--- src/mssr_regs.svh ---
// field positions, codes, reset values and timing counts of the status block
// Function
// - apart from status, data comes from data port after its command code.
// - status byte read whenever chip select, port select, read all low.
// - status bits: motor off, breakpoint, error, wrap, index, done, cmd error, busy.
// - motor-off set by reset, reset command, error stop, manual motor-off stop.
// - manual motor-off takes effect at start; otherwise start clears motor-off.
// - breakpoint flag set once position passes programmed breakpoint.
// - error flag set when position error exceeds loaded threshold.
// - interrupt flags other than trajectory-complete set regardless of mask, held until clear-interrupts.
// - wraparound flag set when position leaves number range.
// - armed index pulse stores position and sets index flag.
// - trajectory-complete equals motor-off OR on-target.
// - command error on data read during write command or vice versa.
// - while busy writes ignored, reads give buffer, no command error.
// - signals read gives two bytes, high first; low byte mirrors status bits 7 to 1.
// - host interrupt on unmasked condition, mirrored in bit 15, cleared by clear.
// - acceleration-loaded set on acceleration write, cleared by start.
// - filter-update set by its command, cleared at end of sample interval.
// - direction and velocity mode take loaded values at start.
// - on-target set at profile end, cleared by next start.
// - stop-on-error and eight-bit output flags set and cleared by their commands.
// - signals bit 0 set by index arm, held until next index pulse.
`ifndef MSSR_REGS_SVH
`define MSSR_REGS_SVH
`define MSSR_OP_RESET 8'h00
`define MSSR_OP_START 8'h01
`define MSSR_OP_ARM_INDEX 8'h03
`define MSSR_OP_FILTER_UPDATE 8'h04
`define MSSR_OP_NARROW 8'h05
`define MSSR_OP_WIDE 8'h06
`define MSSR_OP_READ_INDEX 8'h09
`define MSSR_OP_READ_SIGNALS 8'h0C
`define MSSR_OP_ERR_INT_LIMIT 8'h1A
`define MSSR_OP_ERR_STOP_LIMIT 8'h1B
`define MSSR_OP_MASK 8'h1C
`define MSSR_OP_CLEAR_INT 8'h1D
`define MSSR_OP_LOAD_TRAJ 8'h1F
`define MSSR_OP_ABS_BP 8'h20
`define MSSR_OP_REL_BP 8'h21
`define MSSR_TRJ_FWD 12
`define MSSR_TRJ_VEL 11
`define MSSR_TRJ_OFF 8
`define MSSR_TRJ_ACC 5
`define MSSR_RST_MOTOR_OFF 1'b1
`define MSSR_RST_EIGHT_BIT 1'b1
`define MSSR_RST_MASK 6'h00
`define MSSR_RST_THRESH 16'h7FFF
`define MSSR_CLK_NS 100
`define MSSR_BUSY_NS 400
`define MSSR_BUSY_CYC ((`MSSR_BUSY_NS + `MSSR_CLK_NS - 1) / `MSSR_CLK_NS)
`endif

--- src/mssr_pkg.sv ---
// types of the status block
package mssr_pkg;
    typedef enum logic [1:0] {
        MSSR_IDLE = 2'b00,
        MSSR_WRITE = 2'b01,
        MSSR_READ = 2'b11
    } mssr_mode_type;
    typedef struct packed {
        logic cmd_wr;
        logic data_wr;
        logic data_rd;
        logic [7:0] data;
    } mssr_host_ev_type;
    typedef struct packed {
        logic motor_off;
        logic vel_mode;
        logic fwd;
        logic stop_on_err;
        logic eight_bit;
        logic filter_upd;
    } mssr_ctrl_type;
endpackage : mssr_pkg

--- src/mssr_sticky.sv ---
// sticky flags, set wins over clear
`timescale 1ns/1ps
module mssr_sticky #(
    parameter int W = 1
) (
    input wire logic clock_i,
    input wire logic srst_i,
    input wire logic [W-1:0] set_i,
    input wire logic clr_i,
    output logic [W-1:0] flag_o
);
    wire [W-1:0] next_flag = set_i | (clr_i ? '0 : flag_o);
    always_ff @(posedge clock_i) begin
        if (srst_i) begin
            flag_o <= '0;
        end else begin
            flag_o <= next_flag;
        end
    end
endmodule : mssr_sticky

--- src/mssr_host_port.sv ---
// host strobe front end: one pulse per finished strobe
`timescale 1ns/1ps
module mssr_host_port (
    input wire logic clock_i,
    input wire logic srst_i,
    input wire logic cs_n_i,
    input wire logic port_select_n_i,
    input wire logic rd_n_i,
    input wire logic wr_n_i,
    input wire logic [7:0] data_i,
    output logic data_oe_n_o,
    output mssr_pkg::mssr_host_ev_type ev_o
);
    import mssr_pkg::*;
    logic rd_n_q;
    logic wr_n_q;
    logic sel_q;
    logic ps_n_q;
    logic [7:0] wdata;
    // strobe ends on its rising edge
    wire rd_end = ~rd_n_q & rd_n_i & sel_q;
    wire wr_end = ~wr_n_q & wr_n_i & sel_q;
    always_ff @(posedge clock_i) begin
        if (srst_i) begin
            rd_n_q <= 1'b1;
            wr_n_q <= 1'b1;
            sel_q <= 1'b0;
            ps_n_q <= 1'b1;
            wdata <= 8'h00;
        end else begin
            rd_n_q <= rd_n_i;
            wr_n_q <= wr_n_i;
            sel_q <= ~cs_n_i;
            ps_n_q <= port_select_n_i;
            if (~wr_n_i & ~cs_n_i) begin
                wdata <= data_i;
            end
        end
    end
    assign ev_o.cmd_wr = wr_end & ~ps_n_q;
    assign ev_o.data_wr = wr_end & ps_n_q;
    assign ev_o.data_rd = rd_end & ps_n_q;
    assign ev_o.data = wdata;
    assign data_oe_n_o = cs_n_i | rd_n_i;
endmodule : mssr_host_port

--- src/mssr_top.sv ---
// status, signals and index reporting with host port decode
`timescale 1ns/1ps
`include "mssr_regs.svh"
module mssr_top #(
    parameter int BUSY_CYC = `MSSR_BUSY_CYC
) (
    input wire logic clock_i,
    input wire logic srst_i,
    input wire logic cs_n_i,
    input wire logic port_select_n_i,
    input wire logic rd_n_i,
    input wire logic wr_n_i,
    input wire logic [7:0] data_i,
    output logic [7:0] data_o,
    output logic data_oe_n_o,
    output logic host_irq_o,
    input wire logic [31:0] position_i,
    input wire logic [15:0] pos_error_i,
    input wire logic index_pulse_i,
    input wire logic traj_done_i,
    input wire logic sample_end_i,
    output mssr_pkg::mssr_ctrl_type ctrl_o
);
    import mssr_pkg::*;

    mssr_host_ev_type ev;
    mssr_mode_type mode;
    logic [7:0] cmd;
    logic [2:0] nbyte;
    logic [31:0] wsr;
    logic [31:0] rbuf;
    logic [3:0] busy_cnt;
    logic [15:0] pend;
    logic [15:0] thresh;
    logic [31:0] bp;
    logic bp_arm;
    logic bp_fwd;
    logic [5:0] mask;
    logic [31:0] idx_pos;
    logic idx_arm;
    logic motor_off;
    logic on_target;
    logic acc_loaded;
    logic filter_upd;
    logic vel_mode;
    logic fwd;
    logic stop_err;
    logic eight_bit;
    logic [31:0] pos_q;
    logic [4:0] stk;
    logic [0:0] irq;

    mssr_host_port u_port (
        .clock_i(clock_i),
        .srst_i(srst_i),
        .cs_n_i(cs_n_i),
        .port_select_n_i(port_select_n_i),
        .rd_n_i(rd_n_i),
        .wr_n_i(wr_n_i),
        .data_i(data_i),
        .data_oe_n_o(data_oe_n_o),
        .ev_o(ev)
    );

    // transfers while busy are dropped silently
    wire busy = busy_cnt != 4'h0;
    wire take_cmd = ev.cmd_wr & ~busy;
    wire take_wr = ev.data_wr & ~busy;
    wire take_rd = ev.data_rd & ~busy;
    wire wr_ok = take_wr & (mode == MSSR_WRITE);
    wire rd_ok = take_rd & (mode == MSSR_READ);
    wire bad_io = (take_wr & (mode != MSSR_WRITE)) | (take_rd & (mode != MSSR_READ));

    wire [7:0] op = ev.data;
    wire op_reset = take_cmd & (op == `MSSR_OP_RESET);
    wire op_start = take_cmd & (op == `MSSR_OP_START);
    wire op_arm = take_cmd & (op == `MSSR_OP_ARM_INDEX);
    wire op_filt = take_cmd & (op == `MSSR_OP_FILTER_UPDATE);
    wire op_narrow = take_cmd & (op == `MSSR_OP_NARROW);
    wire op_wide = take_cmd & (op == `MSSR_OP_WIDE);
    wire op_rd_idx = take_cmd & (op == `MSSR_OP_READ_INDEX);
    wire op_rd_sig = take_cmd & (op == `MSSR_OP_READ_SIGNALS);
    wire op_lim_int = take_cmd & (op == `MSSR_OP_ERR_INT_LIMIT);
    wire op_lim_stop = take_cmd & (op == `MSSR_OP_ERR_STOP_LIMIT);
    wire op_clear = take_cmd & (op == `MSSR_OP_CLEAR_INT);
    wire is_wr_op = (op == `MSSR_OP_ERR_INT_LIMIT) | (op == `MSSR_OP_ERR_STOP_LIMIT)
        | (op == `MSSR_OP_MASK) | (op == `MSSR_OP_LOAD_TRAJ)
        | (op == `MSSR_OP_ABS_BP) | (op == `MSSR_OP_REL_BP);
    wire is_rd_op = (op == `MSSR_OP_READ_INDEX) | (op == `MSSR_OP_READ_SIGNALS);
    wire rst_all = srst_i | op_reset;

    // write bytes pair into words, high byte first
    wire [31:0] wnext = {wsr[23:0], ev.data};
    // saturate so long trajectory loads never re-reach the control word slot
    wire [2:0] nnext = (nbyte == 3'd7) ? nbyte : nbyte + 3'd1;
    wire ctrl_done = wr_ok & (cmd == `MSSR_OP_LOAD_TRAJ) & (nbyte == 3'd1);
    wire lim_done = wr_ok & ((cmd == `MSSR_OP_ERR_INT_LIMIT)
        | (cmd == `MSSR_OP_ERR_STOP_LIMIT)) & (nbyte == 3'd1);
    wire mask_done = wr_ok & (cmd == `MSSR_OP_MASK) & (nbyte == 3'd1);
    wire bp_done = wr_ok & ((cmd == `MSSR_OP_ABS_BP) | (cmd == `MSSR_OP_REL_BP))
        & (nbyte == 3'd3);
    wire [31:0] bp_new = (cmd == `MSSR_OP_REL_BP) ? position_i + wnext : wnext;

    // condition detectors
    wire bp_hit = bp_fwd ? ($signed(position_i) >= $signed(bp))
        : ($signed(position_i) <= $signed(bp));
    wire e_bp = bp_arm & bp_hit;
    wire [15:0] err_abs = pos_error_i[15] ? 16'h0000 - pos_error_i : pos_error_i;
    wire e_err = err_abs > thresh;
    // jump between the two ends of the position range
    wire e_wrap = ((pos_q[31:29] == 3'b001) & (position_i[31:29] == 3'b110))
        | ((pos_q[31:29] == 3'b110) & (position_i[31:29] == 3'b001));
    wire e_idx = idx_arm & index_pulse_i;
    wire traj = motor_off | on_target;
    logic traj_q;
    wire e_traj = traj & ~traj_q;

    mssr_sticky #(
        .W(5)
    ) u_flags (
        .clock_i(clock_i),
        .srst_i(rst_all),
        .set_i({e_bp, e_err, e_wrap, e_idx, bad_io}),
        .clr_i(op_clear),
        .flag_o(stk)
    );

    wire [5:0] cond = {e_bp, e_err, e_wrap, e_idx, e_traj, bad_io};
    mssr_sticky #(
        .W(1)
    ) u_irq (
        .clock_i(clock_i),
        .srst_i(rst_all),
        .set_i(|(cond & mask)),
        .clr_i(op_clear),
        .flag_o(irq)
    );

    wire [7:0] status = {motor_off, stk[4], stk[3], stk[2], stk[1], traj, stk[0], busy};
    wire [15:0] signals = {irq[0], acc_loaded, filter_upd, fwd, vel_mode, on_target,
        stop_err, eight_bit, status[7:1], idx_arm};

    // host port sequencing
    always_ff @(posedge clock_i) begin
        if (srst_i) begin
            mode <= MSSR_IDLE;
            cmd <= 8'h00;
            nbyte <= 3'd0;
            wsr <= 32'h0000_0000;
        end else if (take_cmd) begin
            cmd <= op;
            nbyte <= 3'd0;
            wsr <= 32'h0000_0000;
            mode <= is_wr_op ? MSSR_WRITE : (is_rd_op ? MSSR_READ : MSSR_IDLE);
        end else if (wr_ok | rd_ok) begin
            nbyte <= nnext;
            wsr <= wnext;
        end
    end

    always_ff @(posedge clock_i) begin
        if (srst_i) begin
            busy_cnt <= 4'h0;
        end else if (take_cmd | wr_ok | rd_ok) begin
            busy_cnt <= 4'(BUSY_CYC);
        end else if (busy) begin
            busy_cnt <= busy_cnt - 4'h1;
        end
    end

    // read buffer, high byte leaves first
    always_ff @(posedge clock_i) begin
        if (srst_i) begin
            rbuf <= 32'h0000_0000;
        end else if (op_rd_sig) begin
            rbuf <= {signals, 16'h0000};
        end else if (op_rd_idx) begin
            rbuf <= idx_pos;
        end else if (rd_ok) begin
            rbuf <= {rbuf[23:0], 8'h00};
        end
    end

    always_ff @(posedge clock_i) begin
        if (srst_i) begin
            data_o <= 8'h00;
        end else if (~port_select_n_i) begin
            data_o <= status;
        end else begin
            data_o <= rbuf[31:24];
        end
    end

    // loaded parameters
    always_ff @(posedge clock_i) begin
        if (rst_all) begin
            pend <= 16'h0000;
            thresh <= `MSSR_RST_THRESH;
            mask <= `MSSR_RST_MASK;
            bp <= 32'h0000_0000;
            bp_fwd <= 1'b0;
        end else begin
            if (ctrl_done) begin
                pend <= wnext[15:0];
            end
            if (lim_done) begin
                thresh <= wnext[15:0];
            end
            if (mask_done) begin
                mask <= wnext[6:1];
            end
            if (bp_done) begin
                bp <= bp_new;
                bp_fwd <= $signed(bp_new) >= $signed(position_i);
            end
        end
    end

    always_ff @(posedge clock_i) begin
        if (rst_all) begin
            bp_arm <= 1'b0;
        end else if (bp_done) begin
            bp_arm <= 1'b1;
        end else if (e_bp) begin
            bp_arm <= 1'b0;
        end
    end

    // index capture
    always_ff @(posedge clock_i) begin
        if (rst_all) begin
            idx_arm <= 1'b0;
            idx_pos <= 32'h0000_0000;
        end else begin
            if (e_idx) begin
                idx_pos <= position_i;
            end
            if (op_arm) begin
                idx_arm <= 1'b1;
            end else if (index_pulse_i) begin
                idx_arm <= 1'b0;
            end
        end
    end

    // motion flags
    always_ff @(posedge clock_i) begin
        if (rst_all) begin
            motor_off <= `MSSR_RST_MOTOR_OFF;
        end else if (e_err & stop_err) begin
            motor_off <= 1'b1;
        end else if (op_start) begin
            motor_off <= pend[`MSSR_TRJ_OFF];
        end
    end

    always_ff @(posedge clock_i) begin
        if (rst_all) begin
            vel_mode <= 1'b0;
            fwd <= 1'b0;
        end else if (op_start) begin
            vel_mode <= pend[`MSSR_TRJ_VEL];
            fwd <= pend[`MSSR_TRJ_FWD];
        end
    end

    always_ff @(posedge clock_i) begin
        if (rst_all) begin
            on_target <= 1'b0;
        end else if (traj_done_i) begin
            on_target <= 1'b1;
        end else if (op_start) begin
            on_target <= 1'b0;
        end
    end

    always_ff @(posedge clock_i) begin
        if (rst_all) begin
            acc_loaded <= 1'b0;
        end else if (ctrl_done & wnext[`MSSR_TRJ_ACC]) begin
            acc_loaded <= 1'b1;
        end else if (op_start) begin
            acc_loaded <= 1'b0;
        end
    end

    always_ff @(posedge clock_i) begin
        if (rst_all) begin
            filter_upd <= 1'b0;
        end else if (op_filt) begin
            filter_upd <= 1'b1;
        end else if (sample_end_i) begin
            filter_upd <= 1'b0;
        end
    end

    always_ff @(posedge clock_i) begin
        if (rst_all) begin
            stop_err <= 1'b0;
            eight_bit <= `MSSR_RST_EIGHT_BIT;
        end else begin
            if (op_lim_stop) begin
                stop_err <= 1'b1;
            end else if (op_lim_int) begin
                stop_err <= 1'b0;
            end
            if (op_narrow) begin
                eight_bit <= 1'b1;
            end else if (op_wide) begin
                eight_bit <= 1'b0;
            end
        end
    end

    always_ff @(posedge clock_i) begin
        if (srst_i) begin
            pos_q <= 32'h0000_0000;
            traj_q <= 1'b0;
        end else begin
            pos_q <= position_i;
            traj_q <= traj;
        end
    end

    assign host_irq_o = irq[0];
    assign ctrl_o.motor_off = motor_off;
    assign ctrl_o.vel_mode = vel_mode;
    assign ctrl_o.fwd = fwd;
    assign ctrl_o.stop_on_err = stop_err;
    assign ctrl_o.eight_bit = eight_bit;
    assign ctrl_o.filter_upd = filter_upd;
endmodule : mssr_top

--- config.mk ---
export PLATFORM = sky130hd
export DESIGN_NAME = mssr_top
export DESIGN_NICKNAME = d
export VERILOG_FILES = /design/src/mssr_pkg.sv /design/src/mssr_sticky.sv /design/src/mssr_host_port.sv /design/src/mssr_top.sv
export VERILOG_INCLUDE_DIRS = /design/src
export SDC_FILE = /design/constraint.sdc
export NUM_CORES = 1
export LEC_CHECK = 0
export BUFFER_PORTS_ARGS = -buffer_cell sky130_fd_sc_hd__buf_2
export CORE_ASPECT_RATIO = 2
export CORE_MARGIN = 3
export CORE_UTILIZATION = 46
export CTS_CLUSTER_DIAMETER = 40
export DETAILED_ROUTE_END_ITERATION = 7
export PLACE_DENSITY_LB_ADDON = 0.12
export SLEW_MARGIN = 20
export SYNTH_ARGS = -nofsm -noshare
export SYNTH_HDL_FRONTEND = slang
export SYNTH_SLANG_ARGS = --single-unit
--- constraint.sdc ---
create_clock -name clock_i -period 7.9 [get_ports clock_i]
set_clock_uncertainty 0.2 [all_clocks]
set_input_delay 0.395 -clock clock_i [delete_from_list [all_inputs] [get_ports clock_i]]
set_output_delay 0.395 -clock clock_i [all_outputs]
set_load 0.02 [all_outputs]
After elaboration in Yosys (flattened, before gate mapping)
Index checks and enable logic that the tools add are counted.
W data, S select, Z words.
Storage, ports and cells
  register bits after elaboration: 242
  input port bits: 65
  output and inout port bits: 16
Operators by class
  add/sub/neg operators: 4
  $lt $le $gt $ge: 4
  eq/ne operators: 31
  muxes and demuxes: 24
  bitwise gates (word level): 68
  reductions and logical operators: 18
Operators with widths (count)
  $mux W32: 4
  $eq A8 B5 Y1 const B: 9
  $ge A32 B32 Y1: 2
  $and A1 B1 Y1: 41
  $add A32 B32 Y32: 1
  $eq A8 B6 Y1 const B: 4
  $le A32 B32 Y1: 1
  $eq A8 B3 Y1 const B: 3
  $or A1 B1 Y1: 17
  $eq A8 B4 Y1 const B: 2
  $gt A16 B16 Y1: 1
  $mux W16: 1
  $reduce_bool A2 Y1: 8
  $sub A1 B16 Y16 const A: 1
  $mux W1: 13
  $reduce_or A2 Y1: 5
  $eq A3 B1 Y1 const B: 3
  $eq A3 B3 Y1 const B: 3
  $eq A8 B1 Y1 const B: 1
  $eq A8 B2 Y1 const B: 1
  $logic_not A8 Y1: 1
  $mux W8: 1
  $not A1 Y1: 8
  $and A6 B6 Y6: 1
  15 further kinds: 17

Depth between registers and ports, before layout
Gate-level depths: netlist of the first run.
  depth after elaboration: 10
  gate-level depth with buffers: 21
  gate-level depth less buffers: 21

Cells and area by module
Synthesis of the first run repeated with hierarchy kept, for this count alone.
Unflattened totals
  cells, all modules: 1601
  area, all modules: 12266.8 sq um
Modules (own cells, without submodules)
  mssr_top: instances 1, cells each 1530, area an instance 11581.1 sq um, sequential area each 3703.6 sq um
  mssr_host_port: instances 1, cells each 47, area an instance 471.7 sq um, sequential area each 240.2 sq um
  mssr_sticky (u_flags): instances 1, cells each 20, area an instance 175.2 sq um, sequential area each 100.1 sq um
  mssr_sticky (u_irq): instances 1, cells each 4, area an instance 38.8 sq um, sequential area each 20.0 sq um

Worst setup path after synthesis of the first run
No wires, ideal clock.
  kind: input-to-reg
  start point: input port position_i[0]
  end point: register bp_fwd
  library setup time: 0.120 ns
  arrival time: 3.865 ns
  required time: 7.580 ns
  slack: 3.715 ns
  stages on the path: 21
  cell sequence: ha_1 fa_1 a21oi_1 o221ai_1 a311oi_1 o31ai_1 a21o_1 nand3_1 nand2_1 xnor2_1 o21ai_0 ha_1 a21o_1 a21o_1 a21o_1 a21o_1 a21o_1 a21oi_1 nand2_1 mux2i_1 a21oi_1
On the way
  longest elaborated chain between the ends: 3
RTL lines
  from (decl): RTL line mssr_top.sv:17  | input wire logic [31:0] position_i,
  $add A32 B32 Y32: RTL line mssr_top.sv:102  | wire [31:0] bp_new = (cmd == `MSSR_OP_REL_BP) ? position_i + wnext : wnext;
  $mux W32: RTL line mssr_top.sv:102
  via bp_new[24]: RTL line mssr_top.sv:102
  $ge A32 B32 Y1: RTL line mssr_top.sv:214  | bp_fwd <= $signed(bp_new) >= $signed(position_i);
  to (signal assigned): RTL line mssr_top.sv:214
  to (decl): RTL line mssr_top.sv:37  | logic bp_fwd;
The timed path passes the listed nets, and every way through them passes these cells.
A chain may end at the register's enable or synchronous reset.

Final worst setup path of the first run
Same ends and word-level chain as after synthesis.

==> results.yml, run 1 <==
timing:
  slew_headroom_pct: 30.13
  tns_ps: 0
  hold_viol: 0
  worst_slack_ps: 2436
  rsz0062_at_grt: "no"
  period_share_pct: 69.16
  hold_ws_ps: 28.16
  max_freq_ghz: 0.1830
  timing.final.crit_period_ps: 5464
  final_max_slew_viol_count: 0
  worstMarginPinSlew_ps: 1038
  final-setup-viol-count: 0
cts:
  cts_resized: 0
  clkSinkCount: 203
  clk_latency_ps: 540
  cts_max_level: 1
  ctsHoldBuffers: 39
  cts_tree: "done"
  numCtsBuffers: 24
  clock_path_buffers: 3
  cts_setup_buffers: 0
  clkTransAtPathRegs_ps: 60
  cts_root_buffer: "clkbuf_16"
pwr:
  p_per_area_nw_per_um2: 178.1
  p_leak_nw: 5.763
  switchingPower_uw: 659.7
  ir_drop_uv: 158.2
  p_int_mw: 1.799
  pwr-share-clk_pct: 46.7
  pwr-share-seq_pct: 42.8
  switching_share_pct: 26.83
  pwr-share-comb_pct: 10.5
  fin_total_pwr_mw: 2.459
yosys:
  yosysUniqueCellTypes: 69
  synth_area_um2: 12040
  synth_edf_count: 0
  ys.flop_type: "dfxtp_1"
  synth_simple_gate_area_share_pct: 20.07
  ys_ff_latch: 203
  synthAdderAreaFrac_pct: 12.32
  synth-seq-area-share_pct: 33.74
  synth_top_family_by_area: "compound AO/OA/AOI/OAI gates"
  synth-compound-area-share_pct: 21.84
  synthXorXnorAreaFrac_pct: 3.418
  async_reset_ff_share_pct: 0
  yosysWarnings: 0
  syn_inst: 1549
  syn_nets: 1732
  avgSynthCellArea_um2: 7.775
  muxShareOfSynthArea_pct: 2.005
die:
  die_h_um: 234.8
  die_w_um: 120.4
  start_util_pct: 46.76
  fp.dieArea_um2: 28280
  core_um2: 25750
  rows: 83
  num_io_pins: 81
placement:
  dp_hpwl_um: 29800
  post-place-ws_ps: 2504
  io_buffers: 80
  place_congestion: 0.9703
global_routing:
  grt_max_degree: 59
  grt_pass1_wl_um: 60780
  grt_pass1_vias: 11110
  antenna_found_initial: 0
  track_usage_pct: 27.42
  grt_overflow: 0
worst_setup_path:
  r2r-end: "bp_fwd"
  reg2reg_slack_ps: 2450
  worstPathArrival_ps: 5670
  end_kind: "flop"
  reg2reg_depth: 18
  crit_type: "primary input to flop"
  cp-start-kind: "primary input"
  r2r_start: "u_port.wdata[4]"
  crit_fanout: 4
  critPathRequiredTime_ps: 8110
layout:
  layout_commonest_cell: "nand2_1"
  finalCoreUtilization_pct: 53.60
  diodes: 0
  final_cell_mix: "nand2_1 (321), dfxtp_1 (203), a21oi_1 (184), ha_1 (117), inv_1 (100)"
  drive_above_1_share_pct: 9.695
  layout.nets: 1805
  syn_to_final_growth_pct: 14.63
routing:
  wirelength_um: 39360
  via_per_inst: 5.710
  vias: 11310
  dr.pass1.iters: 6
  wl_per_cell_um: 19.88
  drc_errors: 0
  ant_nets: 0
  first_iter_violations: 795
worst_hold_path:
  min_to: "idx_pos[21]"
  hold_class: "primary input to flop"
  hp-start: "position_i[21]"
  hold_depth: 3
flow_run:
  maxCapViolCount: 0
run_status:
  run_status: "completed"
==> flip-flops by register name (all words and copies together) (netlist names), 2 cells and up <==
signal	flops
bp	32
idx_pos	32
rbuf	32
wsr	24
thresh	16
cmd	8
data_o	8
u_port.wdata	8
mask	6
u_flags.flag_o	5
busy_cnt	4
nbyte	3
pend	3
pos_q	3
mode	2
==> cell usage after synthesis, types with 15 or more instances <==
cell | count | area share [%]
nand2_1 | 322 | 10
dfxtp_1 | 203 | 34
a21oi_1 | 185 | 7.7
ha_1 | 117 | 12
inv_1 | 100 | 3.1
nor2_1 | 80 | 2.5
o21ai_0 | 73 | 3.0
clkbuf_1 | 51 | 1.6
a21o_1 | 39 | 2.4
xnor2_1 | 34 | 2.5
nand3_1 | 33 | 1.4
mux2i_1 | 23 | 1.9
o211ai_1 | 19 | 1.2
nor3_1 | 18 | 0.75
a211oi_1 | 17 | 1.1
buf_4 | 17 | 1.1
nand4_1 | 17 | 0.88
a222oi_1 | 15 | 1.2
buf_2 | 15 | 0.62
==> critical path: stages <==
cell           delay [ps]
dlygate4sd3_1         540
buf_2                 160
ha_1                  240
fa_1                  410
a21oi_1               260
o221ai_1              170
and2_1                240
nor4_1                430
o41a_1                400
o31ai_2               140
a41oi_1               300
xor2_1                160
o21ai_0                90
ha_1                  310
nand4_1                80
nor2_1                 70
a21oi_1               360
o2111ai_1             180
o21ai_0               410
mux2i_1               240
a21oi_1                80
==> routing by layer <==
| layer | global-route usage (%) | up-vias | wire length [um] |
|---|---|---|---|
| met1 | 29.32 | 5297 | 14560 |
| met4 | 16.09 | 0 | 2607 |
| met5 | 0 | - | 0 |
| li1 | - | 5558 | - |
| met3 | 2.962 | 114 | 1621 |
| met2 | 50.74 | 337 | 20570 |
==> per-stage QoR <==
| stage | cell area (um^2) | std cells |
|---|---|---|
| 6_report | 13810 | 1980 |
| 5_1_grt | 13810 | 1980 |
| 4_1_cts | 13800 | 1980 |
| 3_5_place_dp | 12570 | 1897 |
| 3_3_place_gp | 12570 | 1897 |
| 2_1_floorplan | 12040 | 1549 |
==> cell families after synthesis <==
logic type / Yosys count
AND/OR/NAND/NOR: 544
AO/OA/AOI/OAI: 427
flip-flops: 203
buffers and inverters: 186
adder cells (fa/ha/maj): 118
XOR/XNOR: 47
multiplexers: 24
==> power by group through the flow <==
stage | Combinational (mW) | Sequential (mW) | Clock (mW)
floorplan | 0.166 | 1.07 | 0
global placement | 0.240 | 1.08 | 0
detailed placement | 0.242 | 1.08 | 0
CTS | 0.259 | 1.05 | 1.17
global route | 0.288 | 1.05 | 1.21
finish | 0.258 | 1.05 | 1.15
==> worst max-delay path by stage <==
stage               startpoint  slack [ps]      to  cells after the start
6_report         position_i[0]        2440  bp_fwd                     21
5_1_grt        u_port.wdata[4]        2070  bp_fwd                     18
4_1_cts          position_i[0]        2490  bp_fwd                     21
3_5_place_dp     position_i[0]        2500  bp_fwd                     20
3_3_place_gp     position_i[0]        2540  bp_fwd                     20
2_1_floorplan    position_i[0]        3710  bp_fwd                     21
==> layout make-up <==
type	count	area (um^2)
multi-input cells	1160	7206
clock buffers	30	674.4
well taps	340	425.4
inverters	100	375.4
repair buffers	133	895.9
clock inverters	14	165.2
flip-flops and latches	203	4064
fillers	2662	11950
(Power assumes the default switching activity.)
==> inputs of run 2 (changes only) <==
- clock period: 7.9 -> 4.4 ns (I/O delays scaled with it)
==> run 2 against run 1 <==
Net effect:
- utilization is 4.8 points higher
- largest cell class unchanged
- highest routed layer unchanged
- count of clock-buffer cells in the layout is 2 lower
- setup slack worse by 2300 ps
- final area is 8.9% higher
- die area stayed put
==> results.yml, run 2 (synthesis gave the netlist of run 1 again) <==
cts:
  clock_path_buffers: 3
  cts_max_level: 1
  clk_latency_ps: 530
  clkSinkCount: 203
  numCtsBuffers: 25
  clkTransAtPathRegs_ps: 70
  cts_tree: "done"
  cts_root_buffer: "clkbuf_16"
timing:
  hold_viol: 0
  timing.final.crit_period_ps: 4271
  final_max_slew_viol_count: 0
  max_freq_ghz: 0.2341
  hold_ws_ps: 132.1
  worstMarginPinSlew_ps: 1126
  slew_headroom_pct: 24.91
  final-setup-viol-count: 0
  period_share_pct: 97.07
die:
  fp.dieArea_um2: 28280
  num_io_pins: 81
  die_w_um: 120.4
  die_h_um: 234.8
  start_util_pct: 46.76
  rows: 83
  core_um2: 25750
global_routing:
  track_usage_pct: 29.26
  grt_overflow: 0
  antenna_found_initial: 0
  grt_pass1_wl_um: 64620
  grt_max_degree: 59
  grt_pass1_vias: 11620
routing:
  via_per_inst: 5.704
  vias: 12030
  ant_nets: 0
  wl_per_cell_um: 20.27
  wirelength_um: 42720
  first_iter_violations: 956
  dr.pass1.iters: 7
  drc_errors: 0
placement:
  io_buffers: 80
  dp_hpwl_um: 32820
  place_congestion: 0.9841
layout:
  finalCoreUtilization_pct: 58.39
  drive_above_1_share_pct: 16.97
  final_cell_mix: "nand2_1 (322), dfxtp_1 (200), a21oi_1 (177), buf_4 (122), ha_1 (109)"
  layout_commonest_cell: "nand2_1"
  syn_to_final_growth_pct: 24.87
  diodes: 0
  layout.nets: 1933
  top_regs: "bp x32, idx_pos x32, rbuf x32"
worst_hold_path:
  hold_class: "primary input to flop"
worst_setup_path:
  cp_top_family: "compound AO/OA/AOI/OAI gates"
  crit_buf_inv: 4
  worstPathArrival_ps: 4490
  critPathRequiredTime_ps: 4620
  slowest_stage: "dlygate4sd3_1"
  crit_fanout: 3
  crit_path_cell_trace: "dlygate4sd3_1 > buf_2 > ha_1 > a211oi_1 > o21bai_1 > buf_4 > o211ai_1 > o211ai_1 > nor3_2 > buf_4 > nor2_1 > xor2_1 > nand2_1 > nand2_1 > ha_1 > nand4_1 > nor2_2 > and3_1 > nor2b_1 > a31oi_1 > o21ai_1 > mux2i_1 > a21oi_1"
  end_kind: "flop"
  cp-start-kind: "primary input"
  crit_type: "primary input to flop"
  cpPeakStageDelay_ps: 540
run_status:
  run_status: "completed"
pwr:
  p_per_area_nw_per_um2: 300.5
  ir_drop_uv: 310.5
  fin_total_pwr_mw: 4.519
  p_leak_nw: 6.446
flow_run:
  maxCapViolCount: 0
run 2: cell count changes in the layout (fill, tap and decap cells not counted), moves of 3 or more:
cell	before	now
a21oi_1	184	177
a21oi_2	1	7
buf_12	0	3
buf_4	14	122
clkinvlp_4	3	0
dfxtp_1	203	200
dlygate4sd3_1	39	54
ha_1	117	109
ha_4	0	7
inv_6	2	7
o21ai_0	73	67
o21ai_1	0	5
run 2: layout make-up:
cell class,instances,area [um^2]
timing repair buffer,260,1946
tap,340,425.4
multi-input combinational,1160,7395
clock inverter,17,171.4
fill,2450,10720
clock buffer,28,656.9
inverter,100,375.4
sequential,203,4070
run 2: path summary, 6_finish.rpt:
kind | startpoint | end | slack, ps | depth (start not counted)
worst max-delay path | position_i[8] | bp_fwd | 130 | 23
worst min-delay path | position_i[2] | idx_pos[2] | 130 | 4
worst max register to register | u_port.wdata[1] | bp_fwd | 190 | 21
worst min register to register | rbuf[25] | rbuf[25] | 250 | 2
run 2: metal layers:
layer / track usage (%) / up-vias / share of wire (%)
li1: - / 5812 / -
met1: 30.87 / 5702 / 36
met2: 54.29 / 383 / 53
met3: 3.011 / 128 / 4.8
met4: 18.02 / 0 / 6.6
met5: 0 / - / 0
run 2: worst register-to-register path, stage by stage (launching register included):
cell and delay, ps:
dfxtp_4 390, ha_4 220, a211oi_4 270, o211ai_1 170
a311oi_2 370, o21ai_1 100, buf_4 150, a221o_1 330
a21oi_2 130, xnor2_1 120, nand2_1 80, nand2_1 110
ha_4 210, a21o_1 160, a21o_1 170, a21o_1 180
a21o_1 180, a21o_1 180, a21oi_2 130, nand2_1 70
mux2i_1 130, a21oi_1 80
run 2: timing repair:
item | 4_1_cts | 5_1_grt
hold buffers | 55 | 0
gates resized for setup | 5 | 42
pin swaps | 0 | 14
setup buffers | 0 | 4
endpoints found under the setup margin | 1 | 1
endpoints found under the hold margin | 67 | 0
run 2: power breakdown:
group          internal [mW]  switching, mW  total (mW)
logic                  0.251          0.327       0.577
clock network           1.13          0.932        2.06
registers               1.86         0.0190        1.88
total                   3.24           1.28        4.52
run 2: through the flow:
stage	cell area [um^2]	std cells	setup slack [ps]	TNS [ps]
after floorplan	12040	1549	307.1	0
after global placement	13400	2004	-169.4	-169.4
after detailed placement	13400	2004	-238.3	-238.3
after CTS	14800	2104	15.91	0
after global routing	15040	2108	-43.11	-43.11
final	15040	2108	128.8	0
==> inputs of run 3 (changes only) <==
- CELL_PAD_IN_SITES_DETAIL_PLACEMENT: unset -> 1
- CELL_PAD_IN_SITES_GLOBAL_PLACEMENT: unset -> 2
- CORE_UTILIZATION: 46 -> 39
- clock period: 4.4 -> 5 ns (I/O delays scaled with it)
==> run 3 against run 2 <==
Net effect:
- cell count shrank 2.3%
- die area grew 17%
- final area shrank 5.0%
- critical path type unchanged
- sequential power shrank 12%
- global-route usage shrank 1.0 points
- total power shrank 12%
- hold slack gained 120 ps
- flip-flop and latch count is the same
- largest power group unchanged
- count of clock-buffer cells in the layout grew 1
- sequential share of layout area grew 1.4 points
- critical path depth is the same
- setup slack gained 150 ps
==> results.yml, run 3 (synthesis gave the netlist of run 1 again) <==
worst_setup_path:
  cpPeakStageDelay_ps: 530
  end_kind: "flop"
  crit_buf_inv: 2
  critPathRequiredTime_ps: 5220
  cp_top_family: "compound AO/OA/AOI/OAI gates"
  cp-start-kind: "primary input"
  crit_type: "primary input to flop"
  critical_path.most_common_cell: "a21o_1"
  crit_path_cell_trace: "dlygate4sd3_1 > buf_2 > ha_1 > fa_1 > a21oi_2 > o221ai_1 > a311oi_1 > o31ai_1 > a21o_1 > nand3_1 > nand2_1 > xnor2_1 > o21ai_0 > ha_1 > a21o_1 > a21o_1 > a21o_1 > a21o_1 > a21o_1 > a21oi_1 > nand2_1 > mux2i_1 > a21oi_1"
  worstPathArrival_ps: 4940
  crit_fanout: 4
  slowest_stage: "dlygate4sd3_1"
cts:
  cts_max_level: 1
  numCtsBuffers: 24
  clock_path_buffers: 3
  cts_root_buffer: "clkbuf_16"
  clk_latency_ps: 540
  clkTransAtPathRegs_ps: 60
  cts_tree: "done"
  clkSinkCount: 203
die:
  die_h_um: 254.5
  start_util_pct: 39.76
  rows: 90
  die_w_um: 130.3
  core_um2: 30290
  num_io_pins: 81
  fp.dieArea_um2: 33150
global_routing:
  track_usage_pct: 28.26
  grt_max_degree: 58
  grt_use_met3_pct: 1.907
  grt_pass1_vias: 12210
  grt_pass1_wl_um: 71230
  grtUsageMet1_pct: 29.11
  grt_overflow: 0
  antenna_found_initial: 0
  grt_use_met2_pct: 54.38
  grt.busiest_layer: "met2"
timing:
  worstMarginPinSlew_ps: 1025
  final_max_slew_viol_count: 0
  hold_viol: 0
  tns_ps: 0
  final-setup-viol-count: 0
  slew_headroom_pct: 31.48
  rsz0062_at_grt: "no"
  max_freq_ghz: 0.2118
  timing.final.crit_period_ps: 4722
  period_share_pct: 94.43
pwr:
  p_leak_nw: 6.036
  switching_share_pct: 27.25
  ir_drop_uv: 301.3
  p_per_area_nw_per_um2: 278.1
  p_int_mw: 2.890
  fin_total_pwr_mw: 3.972
  pwr-share-seq_pct: 41.7
  pwr-share-comb_pct: 11.4
  pwr-share-clk_pct: 46.9
  switchingPower_mw: 1.083
worst_hold_path:
  hold_class: "flop to flop"
layout:
  finalCoreUtilization_pct: 47.15
  multi_input_area_um2: 7213
  n_fill_cell: 3718
  drive_above_1_share_pct: 11.47
  layout.nets: 1857
  syn_to_final_growth_pct: 18.58
  regArea_um2: 4064
  final_cell_mix: "nand2_1 (322), dfxtp_1 (203), a21oi_1 (183), ha_1 (117), inv_1 (100)"
  fin_area_um2: 14280
  layout_commonest_cell: "nand2_1"
  diodes: 0
  top_regs: "bp x32, idx_pos x32, rbuf x32"
routing:
  first_iter_violations: 531
  ant_nets: 0
  drc_errors: 0
  via_per_inst: 5.705
  vias: 11750
  wl_per_cell_um: 22.83
  dr.pass1.iters: 7
  wirelength_um: 47020
placement:
  place_congestion: 0.9492
  place_area_um2: 12860
  dp_hpwl_um: 36820
  io_buffers: 80
flow_run:
  maxCapViolCount: 0
run_status:
  run_status: "completed"
## run 3: path summary, 6_finish.rpt
check                              startpoint  endpoint  slack (ps)  cells past startpoint
worst max-delay path            position_i[0]    bp_fwd         280                     23
worst min-delay path                   bp[16]    bp[16]         250                      2
worst max register to register         wsr[8]    bp_fwd         380                     20
worst min register to register         bp[16]    bp[16]         250                      2
## run 3: power groups by stage
stage / Sequential, mW / Combinational, mW / Clock [mW]
floorplan: 1.69 / 0.262 / 0
global placement: 1.69 / 0.414 / 0
detailed placement: 1.69 / 0.422 / 0
CTS: 1.66 / 0.456 / 1.91
global route: 1.66 / 0.499 / 1.96
finish: 1.66 / 0.452 / 1.86
## run 3: per-stage QoR
| step | instances | hold slack [ps] | setup slack, ps |
|---|---|---|---|
| final | 2059 | 252.0 | 278.3 |
| after global routing | 2059 | 271.9 | 7.543 |
| after CTS | 2057 | 255.1 | 43.47 |
| after detailed placement | 1959 | 246.5 | 50.79 |
| after global placement | 1959 | 239.0 | 102.9 |
| after floorplan | 1549 | 156.6 | 907.1 |
## run 3: what timing repair did
action                                 4_1_cts  5_1_grt
setup endpoints to repair                    0        1
hold buffers                                55        0
endpoints found under the hold margin       67        0
buffers inserted                             0        2
resized for setup                            0        6
## run 3: area by class of cell
type,instances,area share (%)
Tap cell,368,3.224
Inverter,100,2.628
Clock buffer,29,4.626
Multi-Input combinational cell,1160,50.50
Sequential cell,203,28.45
Clock inverter,14,1.191
Timing Repair Buffer,185,9.374
## run 3: worst reg2reg max path, delay by kind of cell, from the launching register on
| family | cells | cell delay (ps) |
|---|---|---|
| AO/OA/AOI/OAI | 13 | 2710 |
| flip-flops | 1 | 440 |
| adder cells (fa/ha/maj) | 2 | 620 |
| multiplexers | 1 | 140 |
| AND/OR/NAND/NOR | 3 | 280 |
| XOR/XNOR | 1 | 140 |
## run 3: metal layers
metal | vias up | wire length [um]
li1 | 5667 | -
met1 | 5695 | 16990
met2 | 270 | 25550
met3 | 114 | 1214
met4 | 0 | 3269
met5 | - | 0
